--- config.mk ---
export PLATFORM = sky130hd
export DESIGN_NAME = hsse_core
export DESIGN_NICKNAME = d
export VERILOG_FILES = /design/src/rtl/hsse_core.v
export VERILOG_INCLUDE_DIRS = /design/src /design/src/rtl
export SDC_FILE = /design/constraint.sdc
export NUM_CORES = 2
export LEC_CHECK = 0
export ABC_AREA = 1
export ABC_CLOCK_PERIOD_IN_PS = 5800
export BUFFER_PORTS_ARGS = -buffer_cell sky130_fd_sc_hd__buf_2
export CAP_MARGIN = 30
export CELL_PAD_IN_SITES_DETAIL_PLACEMENT = 0
export CELL_PAD_IN_SITES_GLOBAL_PLACEMENT = 1
export CORE_AREA = 2 2 396 398
export CTS_BUF_LIST = sky130_fd_sc_hd__clkbuf_8
export DETAILED_ROUTE_END_ITERATION = 12
export DIE_AREA = 0 0 398 400
export PLACE_DENSITY_LB_ADDON = 0.1
export REMOVE_ABC_BUFFERS = 1
export SYNTH_ARGS = -nofsm -noshare
export SYNTH_HDL_FRONTEND = slang
export SYNTH_SLANG_ARGS = --single-unit
--- constraint.sdc ---
create_clock -name clk -period 5.8 [get_ports clk]
set_input_delay 0.58 -clock clk [delete_from_list [all_inputs] [get_ports clk]]
set_output_delay 0.58 -clock clk [all_outputs]
set_load 0.01 [all_outputs]
--- src/rtl/hsse_defs.vh ---
`ifndef HSSE_DEFS_VH
`define HSSE_DEFS_VH
// ==========================================================
// Register map (byte addresses)
`define HSSE_ADDR_CTRL 12'h000
`define HSSE_ADDR_ACC 12'h004
`define HSSE_ADDR_STAT 12'h008
`define HSSE_ADDR_WDT 12'h00C
`define HSSE_ADDR_PRESC 12'h010
`define HSSE_ADDR_SPG_BASE 12'h100
`define HSSE_ADDR_REG_BASE 12'h200
// ==========================================================
// Instruction codes in CTRL[10:8]
`define HSSE_OP_NOP 3'h0
`define HSSE_OP_HALT 3'h1
`define HSSE_OP_STORE_SPECIAL_PAGE_INSTR 3'h2
`define HSSE_OP_SUB 3'h3
`define HSSE_OP_SWAP 3'h4
// ==========================================================
// CTRL field positions
`define HSSE_CTRL_OPER_LSB 0
`define HSSE_CTRL_OPER_MSB 6
`define HSSE_CTRL_DEST_BIT 7
`define HSSE_CTRL_OP_LSB 8
`define HSSE_CTRL_OP_MSB 10
`define HSSE_CTRL_WAKE_BIT 16
// ==========================================================
// Status bit positions
`define HSSE_ST_CARRY 0
`define HSSE_ST_DC 1
`define HSSE_ST_ZERO 2
`define HSSE_ST_PD 3
`define HSSE_ST_TO 4
`define HSSE_ST_HALT 5
// ==========================================================
// Reset values
`define HSSE_RST_BYTE 8'h00
`define HSSE_RST_STAT 5'h18
`define HSSE_WDT_CLR 8'h00
`endif

--- src/rtl/hsse_core.v ---
`timescale 1ns/1ps
`include "hsse_defs.vh"
module hsse_core (
    // Clock and reset
    input wire clk,
    input wire rst,
    // APB slave
    input wire psel,
    input wire penable,
    input wire pwrite,
    input wire [11:0] paddr,
    input wire [31:0] pwdata,
    output reg [31:0] prdata,
    output reg pready,
    output reg pslverr,
    // Core state
    output reg haltMode_r,
    output reg [7:0] watchdogCount_r,
    output reg [7:0] watchdogPrescaler_r
);

// ==========================================================
// Storage
reg [7:0] accumulator_r;
reg [7:0] regFile_r [0:127];
reg [7:0] specialPage_r [0:31];
reg carryFlag_r;
reg digitCarryFlag_r;
reg zeroFlag_r;
reg timeoutFlagN_r;
reg powerDownFlagN_r;
integer i;

// ==========================================================
// Bus decode
wire setupAcc = psel && !penable;
wire wrAcc = psel && penable && pwrite && pready;
wire isCtrl = (paddr == `HSSE_ADDR_CTRL);
wire isAcc = (paddr == `HSSE_ADDR_ACC);
wire isStat = (paddr == `HSSE_ADDR_STAT);
wire isWdt = (paddr == `HSSE_ADDR_WDT);
wire isPresc = (paddr == `HSSE_ADDR_PRESC);
wire isSpg = (paddr[11:7] == 5'h02) && (paddr[1:0] == 2'h0);
wire isReg = (paddr[11:9] == 3'h1) && (paddr[1:0] == 2'h0);
wire [4:0] spgIdx = paddr[6:2];
wire [6:0] regIdx = paddr[8:2];
wire mapped = isCtrl | isAcc | isStat | isWdt | isPresc | isSpg | isReg;

// ==========================================================
// Instruction fields from a CTRL write
wire [2:0] opCode = pwdata[`HSSE_CTRL_OP_MSB:`HSSE_CTRL_OP_LSB];
wire [6:0] operand = pwdata[`HSSE_CTRL_OPER_MSB:`HSSE_CTRL_OPER_LSB];
wire destReg = pwdata[`HSSE_CTRL_DEST_BIT];
wire wake = pwdata[`HSSE_CTRL_WAKE_BIT];
wire execNow = wrAcc && isCtrl && !haltMode_r;

// ==========================================================
// Datapath: subtract and swap
wire [7:0] srcVal = regFile_r[operand];
wire [8:0] subFull = {1'b0, srcVal} + {1'b0, ~accumulator_r} + 9'h001;
wire [4:0] subLow = {1'b0, srcVal[3:0]} + {1'b0, ~accumulator_r[3:0]} + 5'h01;
wire [7:0] subRes = subFull[7:0];
wire [7:0] swapRes = {srcVal[3:0], srcVal[7:4]};
wire [7:0] opRes = (opCode == `HSSE_OP_SUB) ? subRes : swapRes;

// ==========================================================
// APB handshake, one wait-free access phase
always @(posedge clk) begin
    if (rst) begin
        pready <= 1'b0;
        pslverr <= 1'b0;
        prdata <= 32'h0000_0000;
    end else begin
        pready <= setupAcc;
        pslverr <= setupAcc && !mapped;
        if (setupAcc && !pwrite) begin
            prdata <= 32'h0000_0000;
            if (isCtrl)
                prdata <= {31'h0000_0000, haltMode_r};
            else if (isAcc)
                prdata <= {24'h00_0000, accumulator_r};
            else if (isStat)
                prdata <= {26'h000_0000, haltMode_r, timeoutFlagN_r, powerDownFlagN_r,
                    zeroFlag_r, digitCarryFlag_r, carryFlag_r};
            else if (isWdt)
                prdata <= {24'h00_0000, watchdogCount_r};
            else if (isPresc)
                prdata <= {24'h00_0000, watchdogPrescaler_r};
            else if (isSpg)
                prdata <= {24'h00_0000, specialPage_r[spgIdx]};
            else if (isReg)
                prdata <= {24'h00_0000, regFile_r[regIdx]};
        end else if (!setupAcc) begin
            prdata <= 32'h0000_0000;
        end
    end
end

// ==========================================================
// Instruction execution and direct register writes
always @(posedge clk) begin
    if (rst) begin
        accumulator_r <= `HSSE_RST_BYTE;
        carryFlag_r <= 1'b0;
        digitCarryFlag_r <= 1'b0;
        zeroFlag_r <= 1'b0;
        timeoutFlagN_r <= 1'b1;
        powerDownFlagN_r <= 1'b1;
        haltMode_r <= 1'b0;
        watchdogCount_r <= `HSSE_WDT_CLR;
        watchdogPrescaler_r <= `HSSE_WDT_CLR;
        for (i = 0; i < 128; i = i + 1)
            regFile_r[i] <= `HSSE_RST_BYTE;
        for (i = 0; i < 32; i = i + 1)
            specialPage_r[i] <= `HSSE_RST_BYTE;
    end else if (execNow) begin
        case (opCode)
            `HSSE_OP_HALT: begin
                watchdogCount_r <= `HSSE_WDT_CLR;
                watchdogPrescaler_r <= `HSSE_WDT_CLR;
                haltMode_r <= 1'b1;
                timeoutFlagN_r <= 1'b1;
                powerDownFlagN_r <= 1'b0;
            end
            `HSSE_OP_STORE_SPECIAL_PAGE_INSTR: begin
                specialPage_r[operand[4:0]] <= accumulator_r;
            end
            `HSSE_OP_SUB, `HSSE_OP_SWAP: begin
                if (destReg)
                    regFile_r[operand] <= opRes;
                else
                    accumulator_r <= opRes;
                if (opCode == `HSSE_OP_SUB) begin
                    zeroFlag_r <= (subRes == 8'h00);
                    digitCarryFlag_r <= subLow[4];
                    carryFlag_r <= subFull[8];
                end
            end
            default: begin
                accumulator_r <= accumulator_r;
            end
        endcase
    end else if (wrAcc && isCtrl && haltMode_r && wake) begin
        // External wake releases halt
        haltMode_r <= 1'b0;
    end else if (wrAcc) begin
        if (isAcc)
            accumulator_r <= pwdata[7:0];
        else if (isWdt)
            watchdogCount_r <= pwdata[7:0];
        else if (isPresc)
            watchdogPrescaler_r <= pwdata[7:0];
        else if (isSpg)
            specialPage_r[spgIdx] <= pwdata[7:0];
        else if (isReg)
            regFile_r[regIdx] <= pwdata[7:0];
    end
end

endmodule // hsse_core

==> After elaboration in Yosys (flattened, before gate mapping) <==
Memory sizes are Yosys's and may differ from the RTL's.
Cells that the tools add are included.
{ "word_totals": {"reg_bits": 63, "latch_bits": 0, "ram_bits": 1280, "romBits": 0, "input_bits": 49, "word_cells": 150, "mem_count": 2} }
{ "op_classes": {"n_addsub": 4, "mul": 0, "n_div": 0, "n_lt_le_gt_ge": 0, "eq_ne": 17, "shift": 0, "mux": 73, "bitwise_logic": 8, "reduce_logical": 35} }
{ "memory_table": {"columns": ["memory", "words", "width", "rd", "rd_ports_with_merged_regs", "wr", "line_no", "text"], "rows": [
  ["regFile_r", 128, 8, 2, 0, 128, "hsse_core.v:25", "reg [7:0] regFile_r [0:127];"],
  ["specialPage_r", 32, 8, 1, 0, 32, "hsse_core.v:26", "reg [7:0] specialPage_r [0:31];"]
]} }
{ "op_table": {"columns": ["operator", "count"], "rows": [
  ["8-bit 2-to-1 mux", 30],
  ["32-bit 2-to-1 mux", 2],
  ["1-bit 2-to-1 mux", 37],
  ["8-bit OR reduction", 4],
  ["12-bit by 4-bit equality test with 1-bit output, second input constant", 2],
  ["7-bit 2-to-1 mux", 2],
  ["12-bit by 3-bit equality test with 1-bit output, second input constant", 1],
  ["12-bit by 5-bit equality test with 1-bit output, second input constant", 1],
  ["1-bit logical AND", 12],
  ["12-bit logical NOT", 1],
  ["5-bit 2-to-1 mux", 2],
  ["2-bit by 1-bit inequality test with 1-bit output, second input constant", 5],
  ["5-bit AND reduction", 2],
  ["2-bit nonzero test", 5],
  ["8-bit by 8-bit adder with 9-bit output", 1],
  ["9-bit by 1-bit adder with 9-bit output, second input constant", 1],
  ["8-bit logical NOT", 1],
  ["8-bit inverter", 1],
  ["3-bit by 1-bit equality test with 1-bit output, second input constant", 2],
  ["3-bit by 2-bit equality test with 1-bit output, second input constant", 2],
  ["1-bit OR", 6],
  ["6-bit AND reduction", 1],
  ["4-bit by 4-bit adder with 5-bit output", 1],
  ["5-bit by 1-bit adder with 5-bit output, second input constant", 1],
  ["9 further kinds", 14]
]} }

==> Longest topological paths before layout <==
{ "depth": {"depth_word": 14, "ltp_mapped": 31} }

==> Worst setup path before layout <==
No wires, ideal clock.
{ "synth_timing": {"kind": "input-to-reg", "startpoint": "input pwdata[0]", "endpoint": "memory regFile_r[0][6] (data pin)", "arrival_time_ns": 4.033, "required_time_ns": 5.535, "setup_slack_ns": 1.502, "path_stages": 28, "path_buffers": 6, "path_cell_list": "buf_4 > buf_2 > buf_2 > clkbuf_1 > a21oi_1 > o21ai_0 > o21ai_0 > nand2_1 > nand3_1 > nand3_1 > o21ai_0 > nand2_1 > nand3_1 > nand2_1 > ha_1 > inv_1 > fa_1 > nand3_1 > nand2_1 > a21oi_1 > o21ai_0 > xor2_1 > nand2_1 > nand3_1 > o21ai_0 > clkbuf_1 > buf_1 > nor2_1"} }
{ "synth_lines": {"columns": ["item", "line_no", "text"], "rows": [
  ["start, declared", "hsse_core.v:12", "input wire [31:0] pwdata,"],
  ["end, declared", "hsse_core.v:25", null]
]} }

==> flow_summary_export.csv <==
group,metric,value,unit
timing,final_max_slew_viol_count,0,
global_route,track_usage,34.1,%
route,wl_per_cell,26.4,µm
timing,tns,0,ns
timing,setup_viol,0,
placement,hpwl,173000,µm
setup_path,critPathCaptureType,"flip-flop",
timing,worstMarginPinSlew,1.10,ns
floorplan,num_rows,145,
floorplan,die_x,398,µm
finish,finish.utilization,49.6,%
logic_synthesis,synth_area,69500,µm²
floorplan,start_util,44.8,%
route,viasPerCell,5.97,
logic_synthesis,synth_seq_cells,1319,
setup_path,critPathKind,"primary input to flip-flop",
status,status,"finished clean",
global_route,grt_max_degree,97,
logic_synthesis,synth_edf_count,1280,
finish,areaGrowthSynthToFinish,10.7,%
pwr,p_per_area,288,nW/µm²
timing,period_share,78.5,%
run,maxCapViolations,0,
pwr,irDropWorstVdd,0.181,mV
timing,relSlewSlack,26.5,%
clock_network,cts_buffers,226,
global_route,grt_overflow_total,0,
logic_synthesis,async_reset_ff_share,0,%
min_path,min_path_type,"primary input to flip-flop",
setup_path,critPathArrivalTime,5.19,ns
timing,hold_viol,0,
clock_network,path_clk_slew,0.06,ns
logic_synthesis,synthCells,8336,
route,wl,276000,µm
floorplan,core_area,155000,µm²
floorplan,die-area,159000,µm²
logic_synthesis,synth-main-ff-cell,"edfxtp_1",
finish,final_layout_size_suffix_gt1_share,8.58,%
placement,numPortBuffers,55,
route,drc,0,
setup_path,startpoint_type,"primary input",
clock_network,clockBufferDepth,3,
route,drt-initial-drc-count,8107,
route,vias,62593,
logic_synthesis,netlist-cell-type-count,49,
floorplan,die_h,400,µm
pwr,p_leak,29.5,nW
setup_path,cp_max_fo,9,
global_route,antenna_found_initial,6,
clock_network,clk_latency,1.01,ns
floorplan,io_pins,100,
logic_synthesis,ys_seq_area_share,56.4,%
clock_network,cts_tree,"built",
route,final_antenna_net_count,0,
logic_synthesis,avgSynthCellArea,8.34,µm²
timing,rsz0062_at_grt,"no",
logic_synthesis,yosysTopAreaCell,"edfxtp_1",
timing,layout_min_cycle_time,4.55,ns
global_route,grt_pass1_wl,396000,µm
finish,nets,8299,
logic_synthesis,synth_top_area_share,55.3,%
setup_path,required,6.44,ns
setup_path,rrSetupSlack,1.33,ns
logic_synthesis,yosys_warnings,0,
logic_synthesis,yosys-top-cells-area,"edfxtp_1, nand2_1, nor2_1",
global_route,grt_pass1_vias,59191,
route,drt_first_pass_iters,6,
clock_network,cts_sinks,1319,
placement,place_congestion,0.922,
timing,clock.fmax,220,MHz
timing,fin_skew,0.0462,ns
clock_network,root_buffer,"clkbuf_8",
clock_network,cts_max_level,4,
## power breakdown
part	total, mW	internal (mW)	switching [mW]
Sequential	10.9	10.7	0.146
Clock	8.24	4.19	4.05
Combinational	3.03	0.705	2.33
## kinds of logic (layout without fill, tap and decap cells)
group	count (synthesis)	in the layout	share of synthesized area, %
fa+ha+maj	9	9	0.173
other cells	1	27	0.00540
buf+inv	972	1036	5.60
flops	1319	1319	56.4
compound gates	1353	1353	10.6
simple gates	4676	4676	27.1
xor+xnor	6	6	0.0756
## worst max-delay path: stages
cell and delay [ns]:
buf_2 0.18, inv_1 0.63, nand3_1 0.38, inv_1 0.19, nand3_2 0.13, nor2_2 0.24, nand2_2 0.16, nor2_2 0.19
nand2_1 0.18, nand2_1 0.12, a31oi_2 0.30, buf_4 0.30, nor3_2 0.40, nand3_1 0.60, nand2_1 0.57
## synth_stat cells, types with 91 or more instances
cell type,instances
o21ai_0,703
a21oi_1,307
buf_2,91
nor2_1,1952
nand3_1,411
nand4_1,132
o22ai_1,215
inv_1,333
clkbuf_1,437
nand2_1,2039
edfxtp_1,1280
## metrics by stage
step	hold WS [ns]	cells	setup slack, ns	area, µm²	power [mW]
after detailed placement	0.452	10061	0.432	72600	14.0
after CTS	0.00199	10480	1.45	76900	22.2
after floorplan	0.411	7729	-9.16	67000	12.5
final	0.108	10484	1.25	77000	22.2
after global placement	0.446	10060	0.470	72600	14.0
after global routing	0.104	10484	1.04	77000	22.8
## cells in the final DEF (no fill, tap or decap), drive strengths merged, types with 24 or more instances in the layout
cell type / instances
nand2: 2107
nor2: 1969
edfxtp: 1280
o21ai: 717
inv: 415
nand3: 413
a21oi: 307
buf: 275
clkbuf: 234
o22ai: 215
nand4: 132
clkinv: 87
a22oi: 46
dfxtp: 39
o211ai: 32
conb: 24
## state kept, by name, indices dropped and copies added, names as in the netlist
name,flops
zeroFlag_r,1
prdata,8
haltMode_r,1
regFile_r,1024
pready,1
watchdogPrescaler_r,8
powerDownFlagN_r,1
digitCarryFlag_r,1
carryFlag_r,1
watchdogCount_r,8
specialPage_r,256
pslverr,1
accumulator_r,8
## final cells by class
type                            count  area (µm²)
Multi-Input combinational cell   6068       26700
Timing Repair Buffer              284        2890
Fill cell                       14933       78200
Antenna cell                        3        7.51
Clock inverter                    176        1070
Inverter                          342        1330
Clock buffer                      234        3220
Sequential cell                  1319       39200
Tap cell                         2058        2570
## timing repair
item                                   CTS  global route
resized for setup                        0             0
endpoints found under the hold margin   15             0
hold buffers                             9             0
buffers inserted                         0             0
## metal layers
layer  wire (µm)  part of all wire, %  track usage (%)  vias up
met5          27               0.0098                0        -
met4       11600                  4.2             14.5        4
met3       28600                   10             6.06      640
met2      125000                   45             53.3     3687
met1      111000                   40             46.8    30413
li1            -                    -                -    27849
## final timing paths
check | end | startpoint | depth (start not counted)
hold / removal | prdata[0] | penable | 6
setup reg to reg | regFile_r[66][6] | regFile_r[75][0] | 22
setup / recovery | regFile_r[83][6] | paddr[8] | 15
hold reg to reg | powerDownFlagN_r | powerDownFlagN_r | 2
Power figures use the tool's default switching activity.
